<file path="src/inc/cbio_pkg.sv">
/*
  shared constants and types of the counter board i/o decode.
  assumes one 20 mhz system clock shared by the host bus and the counters.
*/
package cbio_pkg;
  // ----------------------------------------------------------------
  // timing
  // ----------------------------------------------------------------
  localparam int SYS_CLK_HZ = 20_000_000;
  localparam int SLOW_SRC_HZ = 1_000_000;
  localparam int FAST_SRC_HZ = 5_000_000;
  localparam int SLOW_DIV = SYS_CLK_HZ / SLOW_SRC_HZ;
  localparam int FAST_DIV = SYS_CLK_HZ / FAST_SRC_HZ;

  // ----------------------------------------------------------------
  // sizes and address fields
  // ----------------------------------------------------------------
  localparam int MAX_CHIPS = 4;
  localparam int CTRS_PER_CHIP = 5;
  localparam int COUNTER_W = 16;
  localparam int BYTE_W = 8;
  localparam int ADDR_W = 11;
  localparam int BASE_SW_W = 7;
  localparam int BLOCK_LSB = 3;
  localparam int BLOCK_MSB = 9;
  localparam int CFG_SPACE_BIT = 10;
  localparam int IRQ_LO = 2;
  localparam int IRQ_HI = 7;

  // ----------------------------------------------------------------
  // register offsets within the block
  // ----------------------------------------------------------------
  localparam logic [10:0] OFS_CHIP1_DATA = 11'h000;
  localparam logic [10:0] OFS_CHIP1_CMD = 11'h001;
  localparam logic [10:0] OFS_CHIP2_DATA = 11'h002;
  localparam logic [10:0] OFS_CHIP2_CMD = 11'h003;
  localparam logic [10:0] OFS_CHIP3_DATA = 11'h004;
  localparam logic [10:0] OFS_CHIP3_CMD = 11'h005;
  localparam logic [10:0] OFS_CHIP4_DATA = 11'h006;
  localparam logic [10:0] OFS_CHIP4_CMD = 11'h007;
  localparam logic [10:0] OFS_FIRST_GROUP_CONFIG = 11'h400;
  localparam logic [10:0] OFS_SECOND_GROUP_CONFIG = 11'h401;

  // ----------------------------------------------------------------
  // configuration byte, bit 7 down to bit 0
  // ----------------------------------------------------------------
  typedef struct packed {
    logic wait_state_enable;
    logic [1:0] second_chip_source_sel;
    logic [1:0] first_chip_source_sel;
    logic [2:0] irq_level;
  } cbio_cfg_t;

  localparam logic [7:0] CFG_RESET = 8'h00;
  localparam logic [1:0] SRC_1MHZ = 2'h0;
  localparam logic [1:0] SRC_5MHZ = 2'h1;
  localparam logic [1:0] SRC_EXT = 2'h2;

  // ----------------------------------------------------------------
  // chip command port
  // ----------------------------------------------------------------
  typedef enum logic [2:0] {
    CMD_POINT = 3'h0,
    CMD_ARM = 3'h1,
    CMD_DISARM = 3'h2,
    CMD_SAVE = 3'h3,
    CMD_LOAD = 3'h4
  } cbio_cmd_t;

  localparam logic [1:0] PTR_LOAD = 2'h0;
  localparam logic [1:0] PTR_HOLD = 2'h1;
  localparam logic [1:0] PTR_MODE = 2'h2;
  localparam logic [2:0] PTR_IDX_RESET = 3'h0;

  // counter mode byte: [1:0] source, [4:2] gate select
  localparam logic [1:0] CSRC_CHIP = 2'h0;
  localparam logic [1:0] CSRC_EXT = 2'h1;
  localparam logic [1:0] CSRC_PREV = 2'h2;
  localparam logic [1:0] CSRC_GATE = 2'h3;
  localparam logic [2:0] GATE_NONE = 3'h0;
  localparam logic [7:0] MODE_RESET = 8'h00;
  localparam logic [15:0] WORD_RESET = 16'h0000;

  typedef struct packed {
    logic wrLoad;
    logic wrHold;
    logic wrMode;
    logic arm;
    logic disarm;
    logic save;
    logic loadNow;
  } cbio_ctl_t;
endpackage

</file>
<file path="src/design/cbio_divider.sv">
/*
  divide-by-n tick generator: one-cycle tick every DIV clocks.
  assumes DIV of two or more.
*/
`timescale 1ns/1ps
module cbio_divider import cbio_pkg::*;
#(
  parameter int DIV = SLOW_DIV
)
(
  input wire logic sys_clk,
  input wire logic resetn,
  output logic tick
);
  localparam int CW = $clog2(DIV);
  localparam logic [CW-1:0] LAST = CW'(DIV - 1);

  logic [CW-1:0] cnt;

  always_ff @(posedge sys_clk or negedge resetn)
  begin
    if (!resetn)
    begin
      cnt <= '0;
      tick <= 1'b0;
    end
    else
    begin
      cnt <= (cnt == LAST) ? '0 : cnt + 1'b1;
      tick <= (cnt == LAST);
    end
  end
endmodule

</file>
<file path="src/design/cbio_counter.sv">
/*
  one 16-bit counter with load, hold and mode registers, source and gate.
  assumes control strobes are one-cycle pulses from the chip port logic.
*/
`timescale 1ns/1ps
module cbio_counter import cbio_pkg::*;
#(
  parameter int IDX = 0
)
(
  input wire logic sys_clk,
  input wire logic resetn,
  input wire logic chipTick,
  input wire logic extTick,
  input wire logic prevOut,
  input wire logic [CTRS_PER_CHIP-1:0] gateIn,
  input wire logic [COUNTER_W-1:0] wrWord,
  input wire logic [BYTE_W-1:0] modeByte,
  input wire cbio_ctl_t ctl,
  output logic [COUNTER_W-1:0] loadVal,
  output logic [COUNTER_W-1:0] holdVal,
  output logic [BYTE_W-1:0] modeVal,
  output logic ctrOut
);
  logic [COUNTER_W-1:0] count;
  logic armed;
  logic prevLast;
  logic gateLast;

  // ----------------------------------------------------------------
  // source and gate routing
  // ----------------------------------------------------------------
  wire [1:0] srcSel = modeVal[1:0];
  wire [2:0] gateSel = modeVal[4:2];
  wire prevEdge = prevOut & ~prevLast;
  wire ownGateEdge = gateIn[IDX] & ~gateLast;
  wire srcTick = (srcSel == CSRC_CHIP) ? chipTick :
                 (srcSel == CSRC_EXT) ? extTick :
                 (srcSel == CSRC_PREV) ? prevEdge : ownGateEdge;
  wire gateInRange = (int'(gateSel) <= CTRS_PER_CHIP);
  wire [2:0] gateIdx = gateSel - 3'h1;
  wire gateOk = (gateSel == GATE_NONE) ? 1'b1 :
                (gateInRange ? gateIn[gateIdx] : 1'b0);
  wire countNow = armed & gateOk & srcTick;

  // ----------------------------------------------------------------
  // registers
  // ----------------------------------------------------------------
  always_ff @(posedge sys_clk or negedge resetn)
  begin
    if (!resetn)
    begin
      loadVal <= WORD_RESET;
      holdVal <= WORD_RESET;
      modeVal <= MODE_RESET;
      count <= WORD_RESET;
      armed <= 1'b0;
      ctrOut <= 1'b0;
      prevLast <= 1'b0;
      gateLast <= 1'b0;
    end
    else
    begin
      prevLast <= prevOut;
      gateLast <= gateIn[IDX];
      if (ctl.wrLoad)
        loadVal <= wrWord;
      if (ctl.wrHold)
        holdVal <= wrWord;
      else if (ctl.save)
        holdVal <= count;
      if (ctl.wrMode)
        modeVal <= {3'h0, modeByte[4:0]};
      if (ctl.arm)
        armed <= 1'b1;
      else if (ctl.disarm)
        armed <= 1'b0;
      if (ctl.loadNow)
        count <= loadVal;
      else if (countNow)
      begin
        if (count == 16'h0001)
        begin
          count <= loadVal;
          ctrOut <= ~ctrOut;
        end
        else
          count <= count - 16'h0001;
      end
    end
  end
endmodule

</file>
<file path="src/design/cbio_io_decode.sv">
/*
  i/o decode and register map of the counter board: chip ports,
  configuration registers, clock source and interrupt routing.
  assumes host strobes and pins are synchronous to sys_clk.
*/
`timescale 1ns/1ps
module cbio_io_decode import cbio_pkg::*;
#(
  parameter int NUM_CHIPS = 2
)
(
  input wire logic sys_clk,
  input wire logic resetn,
  input wire logic [BASE_SW_W-1:0] baseSwitch,
  input wire logic [ADDR_W-1:0] ioAddr,
  input wire logic ioRdN,
  input wire logic ioWrN,
  input wire logic [BYTE_W-1:0] ioDataIn,
  output logic [BYTE_W-1:0] ioDataOut,
  output logic ioDataOeN,
  output logic waitStateReq,
  output logic [IRQ_HI:IRQ_LO] irqRequest,
  input wire logic [NUM_CHIPS/2-1:0] externalSourceInput,
  input wire logic [NUM_CHIPS/2-1:0] externalInterruptInput,
  input wire logic [NUM_CHIPS*CTRS_PER_CHIP-1:0] gateInput,
  output logic [NUM_CHIPS*CTRS_PER_CHIP-1:0] counterOutput
);
  localparam int NUM_GROUPS = NUM_CHIPS / 2;

  // ----------------------------------------------------------------
  // host address decode
  // ----------------------------------------------------------------
  logic rdNPrev;
  logic wrNPrev;
  cbio_cfg_t cfg [2];

  wire baseHit = (ioAddr[BLOCK_MSB:BLOCK_LSB] == baseSwitch);
  wire [1:0] chipSel = ioAddr[2:1];
  wire portSel = ioAddr[0];
  wire chipInBuild = (int'(chipSel) < NUM_CHIPS);
  wire chipHit = baseHit & ~ioAddr[CFG_SPACE_BIT] & chipInBuild;
  wire cfgInBuild = (int'(portSel) < NUM_GROUPS);
  wire cfgHit = baseHit & ioAddr[CFG_SPACE_BIT] & (chipSel == 2'h0) & cfgInBuild;
  wire rdStart = ~ioRdN & rdNPrev;
  wire wrStart = ~ioWrN & wrNPrev;
  wire accessStart = rdStart | wrStart;
  wire chipWaitEn = cfg[chipSel[1]].wait_state_enable;
  wire cfgWaitEn = cfg[portSel].wait_state_enable;
  wire next_waitStateReq = (accessStart & chipHit & chipWaitEn) | (wrStart & cfgHit & cfgWaitEn);

  // ----------------------------------------------------------------
  // per-chip strobes and read data
  // ----------------------------------------------------------------
  logic [MAX_CHIPS-1:0] cmdWr;
  logic [MAX_CHIPS-1:0] dataWr;
  logic [MAX_CHIPS-1:0] dataRd;
  logic [BYTE_W-1:0] chipData [MAX_CHIPS];
  logic [BYTE_W-1:0] chipStatus [MAX_CHIPS];
  logic chipTick [MAX_CHIPS];

  wire [BYTE_W-1:0] rdByte = portSel ? chipStatus[chipSel] : chipData[chipSel];
  wire next_ioDataOeN = ~(~ioRdN & chipHit);

  // ----------------------------------------------------------------
  // clock sources
  // ----------------------------------------------------------------
  logic slowTick;
  logic fastTick;
  logic [1:0] extPrev;
  logic [1:0] extTick;
  logic [1:0] irPrev;
  logic [1:0] irEdge;

  cbio_divider #(.DIV(SLOW_DIV)) u_slow
  (
    .sys_clk(sys_clk),
    .resetn(resetn),
    .tick(slowTick)
  );

  cbio_divider #(.DIV(FAST_DIV)) u_fast
  (
    .sys_clk(sys_clk),
    .resetn(resetn),
    .tick(fastTick)
  );

  genvar g;
  generate
    for (g = 0; g < 2; g++)
    begin : g_grp
      if (g < NUM_GROUPS)
      begin : g_on
        assign extTick[g] = externalSourceInput[g] & ~extPrev[g];
        assign irEdge[g] = externalInterruptInput[g] & ~irPrev[g];
        always_ff @(posedge sys_clk or negedge resetn)
        begin
          if (!resetn)
          begin
            extPrev[g] <= 1'b0;
            irPrev[g] <= 1'b0;
          end
          else
          begin
            extPrev[g] <= externalSourceInput[g];
            irPrev[g] <= externalInterruptInput[g];
          end
        end
      end
      else
      begin : g_off
        assign extTick[g] = 1'b0;
        assign irEdge[g] = 1'b0;
        assign extPrev[g] = 1'b0;
        assign irPrev[g] = 1'b0;
      end
      // config bytes: write-only, byte order bit 7 down to bit 0
      always_ff @(posedge sys_clk or negedge resetn)
      begin
        if (!resetn)
          cfg[g] <= cbio_cfg_t'(CFG_RESET);
        else if (wrStart & cfgHit & (int'(portSel) == g))
          cfg[g] <= cbio_cfg_t'(ioDataIn);
      end
    end
  endgenerate

  // ----------------------------------------------------------------
  // interrupt routing
  // ----------------------------------------------------------------
  genvar q;
  generate
    for (q = IRQ_LO; q <= IRQ_HI; q++)
    begin : g_irq
      localparam logic [2:0] LVL = 3'(q);
      wire hit = (irEdge[0] & (cfg[0].irq_level == LVL)) |
                 (irEdge[1] & (cfg[1].irq_level == LVL));
      always_ff @(posedge sys_clk or negedge resetn)
      begin
        if (!resetn)
          irqRequest[q] <= 1'b0;
        else
          irqRequest[q] <= hit;
      end
    end
  endgenerate

  // ----------------------------------------------------------------
  // counter chips
  // ----------------------------------------------------------------
  genvar c;
  generate
    for (c = 0; c < MAX_CHIPS; c++)
    begin : g_chip
      assign cmdWr[c] = wrStart & chipHit & (int'(chipSel) == c) & portSel;
      assign dataWr[c] = wrStart & chipHit & (int'(chipSel) == c) & ~portSel;
      assign dataRd[c] = rdStart & chipHit & (int'(chipSel) == c) & ~portSel;
      if (c < NUM_CHIPS)
      begin : g_on
        logic [2:0] ptrIdx;
        logic [1:0] ptrReg;
        logic hiPhase;
        logic [BYTE_W-1:0] lowShadow;
        logic [COUNTER_W-1:0] loadVal [CTRS_PER_CHIP];
        logic [COUNTER_W-1:0] holdVal [CTRS_PER_CHIP];
        logic [BYTE_W-1:0] modeVal [CTRS_PER_CHIP];
        logic [CTRS_PER_CHIP-1:0] ctrOut;
        cbio_ctl_t ctl [CTRS_PER_CHIP];

        wire [1:0] srcSel = (c % 2 == 1) ? cfg[c / 2].second_chip_source_sel :
                                          cfg[c / 2].first_chip_source_sel;
        wire [2:0] op = ioDataIn[7:5];
        wire [4:0] mask = ioDataIn[4:0];
        wire isMode = (ptrReg == PTR_MODE);
        wire ptrValid = (int'(ioDataIn[2:0]) < CTRS_PER_CHIP);
        wire [COUNTER_W-1:0] selWord = (ptrReg == PTR_HOLD) ? holdVal[ptrIdx] :
                                                              loadVal[ptrIdx];
        wire [COUNTER_W-1:0] wrWord = {ioDataIn, lowShadow};

        assign chipTick[c] = (srcSel == SRC_1MHZ) ? slowTick :
                             (srcSel == SRC_5MHZ) ? fastTick :
                             (srcSel == SRC_EXT) ? extTick[c / 2] : 1'b0;
        assign chipData[c] = isMode ? modeVal[ptrIdx] :
                             (hiPhase ? selWord[15:8] : selWord[7:0]);
        assign chipStatus[c] = {2'h0, hiPhase, ctrOut};
        assign counterOutput[c*CTRS_PER_CHIP +: CTRS_PER_CHIP] = ctrOut;

        // pointer selects counter and register, low byte first
        always_ff @(posedge sys_clk or negedge resetn)
        begin
          if (!resetn)
          begin
            ptrIdx <= PTR_IDX_RESET;
            ptrReg <= PTR_LOAD;
            hiPhase <= 1'b0;
            lowShadow <= 8'h00;
          end
          else if (cmdWr[c] & (op == CMD_POINT))
          begin
            if (ptrValid)
              ptrIdx <= ioDataIn[2:0];
            ptrReg <= ioDataIn[4:3];
            hiPhase <= 1'b0;
          end
          else if ((dataWr[c] | dataRd[c]) & ~isMode)
          begin
            hiPhase <= ~hiPhase;
            if (dataWr[c] & ~hiPhase)
              lowShadow <= ioDataIn;
          end
        end

        genvar i;
        for (i = 0; i < CTRS_PER_CHIP; i++)
        begin : g_ctr
          wire sel = (int'(ptrIdx) == i);
          assign ctl[i].wrLoad = dataWr[c] & sel & hiPhase & ~isMode & (ptrReg != PTR_HOLD);
          assign ctl[i].wrHold = dataWr[c] & sel & hiPhase & (ptrReg == PTR_HOLD);
          assign ctl[i].wrMode = dataWr[c] & sel & isMode;
          assign ctl[i].arm = cmdWr[c] & (op == CMD_ARM) & mask[i];
          assign ctl[i].disarm = cmdWr[c] & (op == CMD_DISARM) & mask[i];
          assign ctl[i].save = cmdWr[c] & (op == CMD_SAVE) & mask[i];
          assign ctl[i].loadNow = cmdWr[c] & (op == CMD_LOAD) & mask[i];

          cbio_counter #(.IDX(i)) u_ctr
          (
            .sys_clk(sys_clk),
            .resetn(resetn),
            .chipTick(chipTick[c]),
            .extTick(extTick[c / 2]),
            .prevOut(ctrOut[(i + CTRS_PER_CHIP - 1) % CTRS_PER_CHIP]),
            .gateIn(gateInput[c*CTRS_PER_CHIP +: CTRS_PER_CHIP]),
            .wrWord(wrWord),
            .modeByte(ioDataIn),
            .ctl(ctl[i]),
            .loadVal(loadVal[i]),
            .holdVal(holdVal[i]),
            .modeVal(modeVal[i]),
            .ctrOut(ctrOut[i])
          );
        end
      end
      else
      begin : g_off
        assign chipData[c] = 8'h00;
        assign chipStatus[c] = 8'h00;
        assign chipTick[c] = 1'b0;
      end
    end
  endgenerate

  // ----------------------------------------------------------------
  // host bus outputs
  // ----------------------------------------------------------------
  always_ff @(posedge sys_clk or negedge resetn)
  begin
    if (!resetn)
    begin
      rdNPrev <= 1'b1;
      wrNPrev <= 1'b1;
      ioDataOut <= 8'h00;
      ioDataOeN <= 1'b1;
      waitStateReq <= 1'b0;
    end
    else
    begin
      rdNPrev <= ioRdN;
      wrNPrev <= ioWrN;
      if (rdStart & chipHit)
        ioDataOut <= rdByte;
      ioDataOeN <= next_ioDataOeN;
      waitStateReq <= next_waitStateReq;
    end
  end
endmodule

</file>
<file path="config.mk">
export PLATFORM = sky130hd
export DESIGN_NAME = cbio_io_decode
export DESIGN_NICKNAME = d
export VERILOG_FILES = /design/src/inc/cbio_pkg.sv /design/src/design/cbio_divider.sv /design/src/design/cbio_counter.sv /design/src/design/cbio_io_decode.sv
export SDC_FILE = /design/constraint.sdc
export NUM_CORES = 2
export LEC_CHECK = 0
export BUFFER_PORTS_ARGS = -buffer_cell sky130_fd_sc_hd__buf_2
export CORE_ASPECT_RATIO = 1.1
export CORE_UTILIZATION = 55
export CTS_CLUSTER_SIZE = 14
export DETAILED_ROUTE_END_ITERATION = 10
export GPL_ROUTABILITY_DRIVEN = 0
export HOLD_SLACK_MARGIN = 0.12
export PLACE_DENSITY = 0.81
export SYNTH_ARGS = -nofsm -noshare
export SYNTH_HDL_FRONTEND = slang
export SYNTH_SLANG_ARGS = --single-unit
</file>
<file path="constraint.sdc">
create_clock -name sys_clk -period 7.35 [get_ports sys_clk]
set_input_delay 1.8375 -clock sys_clk [delete_from_list [all_inputs] [get_ports sys_clk]]
set_output_delay 1.8375 -clock sys_clk [all_outputs]
set_load 0.02 [all_outputs]
</file>
==> run_results.csv <==
group,metric,value,unit
status,outcome,"finished, final reports clean",
hold_path,holdPathStages,1,
power,cellPowerDensity,186,mW/mm^2
timing,worst_pin_slew,1250,ps
die,floorplan_core_area,0.0627,mm^2
grt,global_route.usage.met2,50.5,%
hold_path,min_delay_worst_endpoint,"u_fast.cnt[0]",
place,hpwlAfterDp,75.0,mm
cells_and_area,area.growth.synth_to_final,7.93,%
die,floorplan.die_area,0.0647,mm^2
clock_tree,root_buffer,"sky130_fd_sc_hd__clkbuf_16",
cells_and_area,commonest_non_fill_non_tap_cells_in_the_layout,"sky130_fd_sc_hd__dfrtp_1, sky130_fd_sc_hd__a21oi_1, sky130_fd_sc_hd__nor2_1",
timing,post-route-period-util,68.1,%
grt,grt_util_met3,8.92,%
grt,grt.total_usage,33.3,%
drt,detail_route.wirelength,109,mm
timing,worst_clock_skew,28.8,ps
drt,drc,0,
synth,syn-mean-instance-area,9.75,um^2
synth,synth-warning-count,0,
die,die-height,267,um
grt,groute.layer.met1.usage,43.9,%
timing,fmax,200,MHz
run,count_of_max_cap_constraint_violations,0,
cells_and_area,post_route_cells_drive_above_1_share,15.6,%
power,power.total,7.02,mW
drt,ant_nets,0,
synth,synth_top_cells_by_area,"sky130_fd_sc_hd__dfrtp_1, sky130_fd_sc_hd__mux2_2, sky130_fd_sc_hd__a21oi_1, sky130_fd_sc_hd__mux2i_1, sky130_fd_sc_hd__nor2_1",
synth,synthCells,3594,
synth,synth_async_sr_flop_share,100,%
synth,synth-seq-area-share,45.4,%
timing,timing.final.setup_violations,0,
cells_and_area,most_common_cell_after_layout_fill_and_taps_aside,"sky130_fd_sc_hd__dfrtp_1",
synth,yosys.area.top_type_share,45.2,%
clock_tree,cts-hold-fix-buffers,0,
timing,hold-worst-slack,445,ps
worst_setup_path,crit_path_cell_trace,"buf_2, nor3b_1, and3_1, and3_1, nand2_1, nand2b_1, a21oi_1, a21oi_1",
clock_tree,tritoncts.num_buffers,61,
hold_path,hp-class,"flop to flop",
synth,synth_cell_type_count,84,
clock_tree,postCtsSetupBuffers,0,
die,placementRows,96,
cells_and_area,final-instance-count-excl-fill,4392,
power,peakVddDrop,189,uV
drt,drt_pass1_iterations,8,
die,fp.dieW,243,um
power,cellLeakagePower,18.1,nW
clock_tree,clk_transition_reported_paths,60,ps
place,place.detailed.instances,4281,
drt,avgRoutedWirePerCell,24.7,um
cells_and_area,antenna_cells_inserted,0,
worst_setup_path,register_to_register_setup_slack,3390,ps
grt,grt.busiest_layer,"met2",
synth,mappedNetlistArea,0.0350,mm^2
clock_tree,clock-sinks,635,
synth,synth_edf_count,0,
worst_setup_path,required,7910,ps
worst_setup_path,critical_path.slowest_cell,"sky130_fd_sc_hd__nand2b_1",
synth,top_ff_cell_synth,"sky130_fd_sc_hd__dfrtp_1",
die,floorplan.initialDensity,55.9,%
synth,postSynthRegisterBits,635,
timing,headroom_to_the_max_slew_limit,16.4,%
clock_tree,tritoncts,"built",
cells_and_area,layout.cell_area.non_filler,0.0378,mm^2
cells_and_area,final_net_count,3603,
worst_setup_path,worst-setup-path-type,"primary input to flop",
timing,unrepaired_setup_endpoints_after_global_routing,"false",
timing,final_min_period,5010,ps
die,design.portCount,68,
hold_path,hold_path_startpoint,"u_fast.cnt[0]",
worst_setup_path,worst_path_largest_cell_delay,800,ps
worst_setup_path,cp_max_fanout,31,
drt,detailedRoute.firstIterationViolations,4041,
clock_tree,clk_path_buf_depth,3,
place,placement.io_buffers,67,
place,dpl_cell_area,0.0357,mm^2
grt,grt_first_pass_wirelength,166,mm
timing,worst_case_setup_margin_in_the_final_layout,2340,ps
timing,timing.final.max_slew_violations,0,
clock_tree,cts_htree_levels,2,
timing,final_hold_viol_count,0,
worst_setup_path,reg2reg_from,"wrNPrev",
worst_setup_path,r2r_end,"g_chip[0].g_on.g_ctr[1].u_ctr.count[7]",
clock_tree,worst_skew_pair.late_latency,660,ps
drt,post_drt_via_cell_ratio,6.74,
grt,grt_start_max_net_pins,183,
synth,synth_top_area_cell,"sky130_fd_sc_hd__dfrtp_1",
worst_setup_path,worstPathArrival,5570,ps
place,pre_cts_ws,1910,ps
grt,grt_overflow,0,
timing,setup_total_negative_slack,0,ps
worst_setup_path,end_kind,"flop",
synth,mappedNetlistNets,3686,
drt,dr_total_vias,29600,
grt,grt_pass1_vias,27900,
grt,grt_antenna_before_repair,2,
worst_setup_path,timing.reg2reg.worst_path_depth,7,
worst_setup_path,critical_path.startpoint_type,"primary input",
clock_tree,cts_repair_resize_count,0,
cells_and_area,fin_util,60.3,%
[critical path: cells and delay by family]
kind,cells,cell delay (ps)
AND/OR/NAND/NOR,5,2750
AO/OA/AOI/OAI,2,310
buffers and inverters,1,650
[synthesized netlist by cell type (28+ instances only)]
cell,number
sky130_fd_sc_hd__clkbuf_1,179
sky130_fd_sc_hd__o22ai_1,34
sky130_fd_sc_hd__inv_1,81
sky130_fd_sc_hd__nand2_1,237
sky130_fd_sc_hd__buf_2,45
sky130_fd_sc_hd__ha_1,50
sky130_fd_sc_hd__nor3_1,107
sky130_fd_sc_hd__nand3_1,125
sky130_fd_sc_hd__nor2b_1,28
sky130_fd_sc_hd__mux4_2,53
sky130_fd_sc_hd__nor4_1,32
sky130_fd_sc_hd__nand4_1,33
sky130_fd_sc_hd__nor2_1,332
sky130_fd_sc_hd__a21oi_1,429
sky130_fd_sc_hd__mux2i_1,208
sky130_fd_sc_hd__mux2_2,236
sky130_fd_sc_hd__nand2b_1,60
sky130_fd_sc_hd__a31oi_1,39
sky130_fd_sc_hd__o21ai_0,216
sky130_fd_sc_hd__dfrtp_1,632
[how the worst max path moves through the flow]
stage           startpoint                                        end  slack, ps  cells after the start
2_1_floorplan   ioAddr[10]  g_chip[0].g_on.g_ctr[2].u_ctr.holdVal[11]       3380                      9
3_3_place_gp     ioAddr[2]     g_chip[0].g_on.g_ctr[1].u_ctr.count[7]       2000                      8
3_5_place_dp   ioDataIn[7]     g_chip[1].g_on.g_ctr[0].u_ctr.count[7]       1910                      8
4_1_cts        ioDataIn[7]     g_chip[1].g_on.g_ctr[0].u_ctr.count[5]       2600                      8
5_1_grt        ioDataIn[7]     g_chip[1].g_on.g_ctr[1].u_ctr.count[3]       2280                      8
6_report       ioDataIn[7]    g_chip[1].g_on.g_ctr[0].u_ctr.count[10]       2340                      8
[per-layer routing]
metal | wire (um) | share of wire, %
met1 | 41100 | 38
met2 | 47700 | 44
met3 | 13300 | 12
met4 | 6410 | 5.9
met5 | 30 | 0.028
[report_power, final]
group | total [mW] | internal, mW | switching (mW)
Combinational | 0.208 | 0.0369 | 0.171
Clock | 3.31 | 1.89 | 1.41
Sequential | 3.51 | 3.50 | 0.00596
Total | 7.02 | 5.43 | 1.59
[kinds of logic (layout without fill, tap and decap cells)]
family / after synthesis / in the layout / share of synthesized area [%]
simple gates: 1119 / 1119 / 15.8
compound gates: 939 / 939 / 15.7
flops: 635 / 635 / 45.4
mux: 497 / 497 / 16.9
buf+inv: 333 / 298 / 3.89
fa+ha+maj: 50 / 50 / 1.79
xor+xnor: 21 / 21 / 0.525
[state kept, by name (all words and copies together) (netlist names), 4 cells and up]
signal and flops:
cfg 4, g_chip.g_on.g_ctr.u_ctr.armed 10, g_chip.g_on.g_ctr.u_ctr.count 160, g_chip.g_on.g_ctr.u_ctr.ctrOut 10, g_chip.g_on.g_ctr.u_ctr.gateLast 10, g_chip.g_on.g_ctr.u_ctr.holdVal 160
g_chip.g_on.g_ctr.u_ctr.loadVal 160, g_chip.g_on.g_ctr.u_ctr.modeVal 50, g_chip.g_on.g_ctr.u_ctr.prevLast 10, g_chip.g_on.lowShadow 16, g_chip.g_on.ptrIdx 6, g_chip.g_on.ptrReg 4
g_chip.g_on.srcSel 4, ioDataOut 8, irqRequest 6, u_slow.cnt 5
[final cells by class]
class                           count  area [um^2]
Inverter                           82          308
Sequential cell                   635        15900
Fill cell                        5107        24900
Clock buffer                       87         1750
Tap cell                          833         1040
Clock inverter                     24          324
Multi-Input combinational cell   2626        17800
Timing Repair Buffer              105          668
No activity file was read; power rests on OpenSTA's default activity.
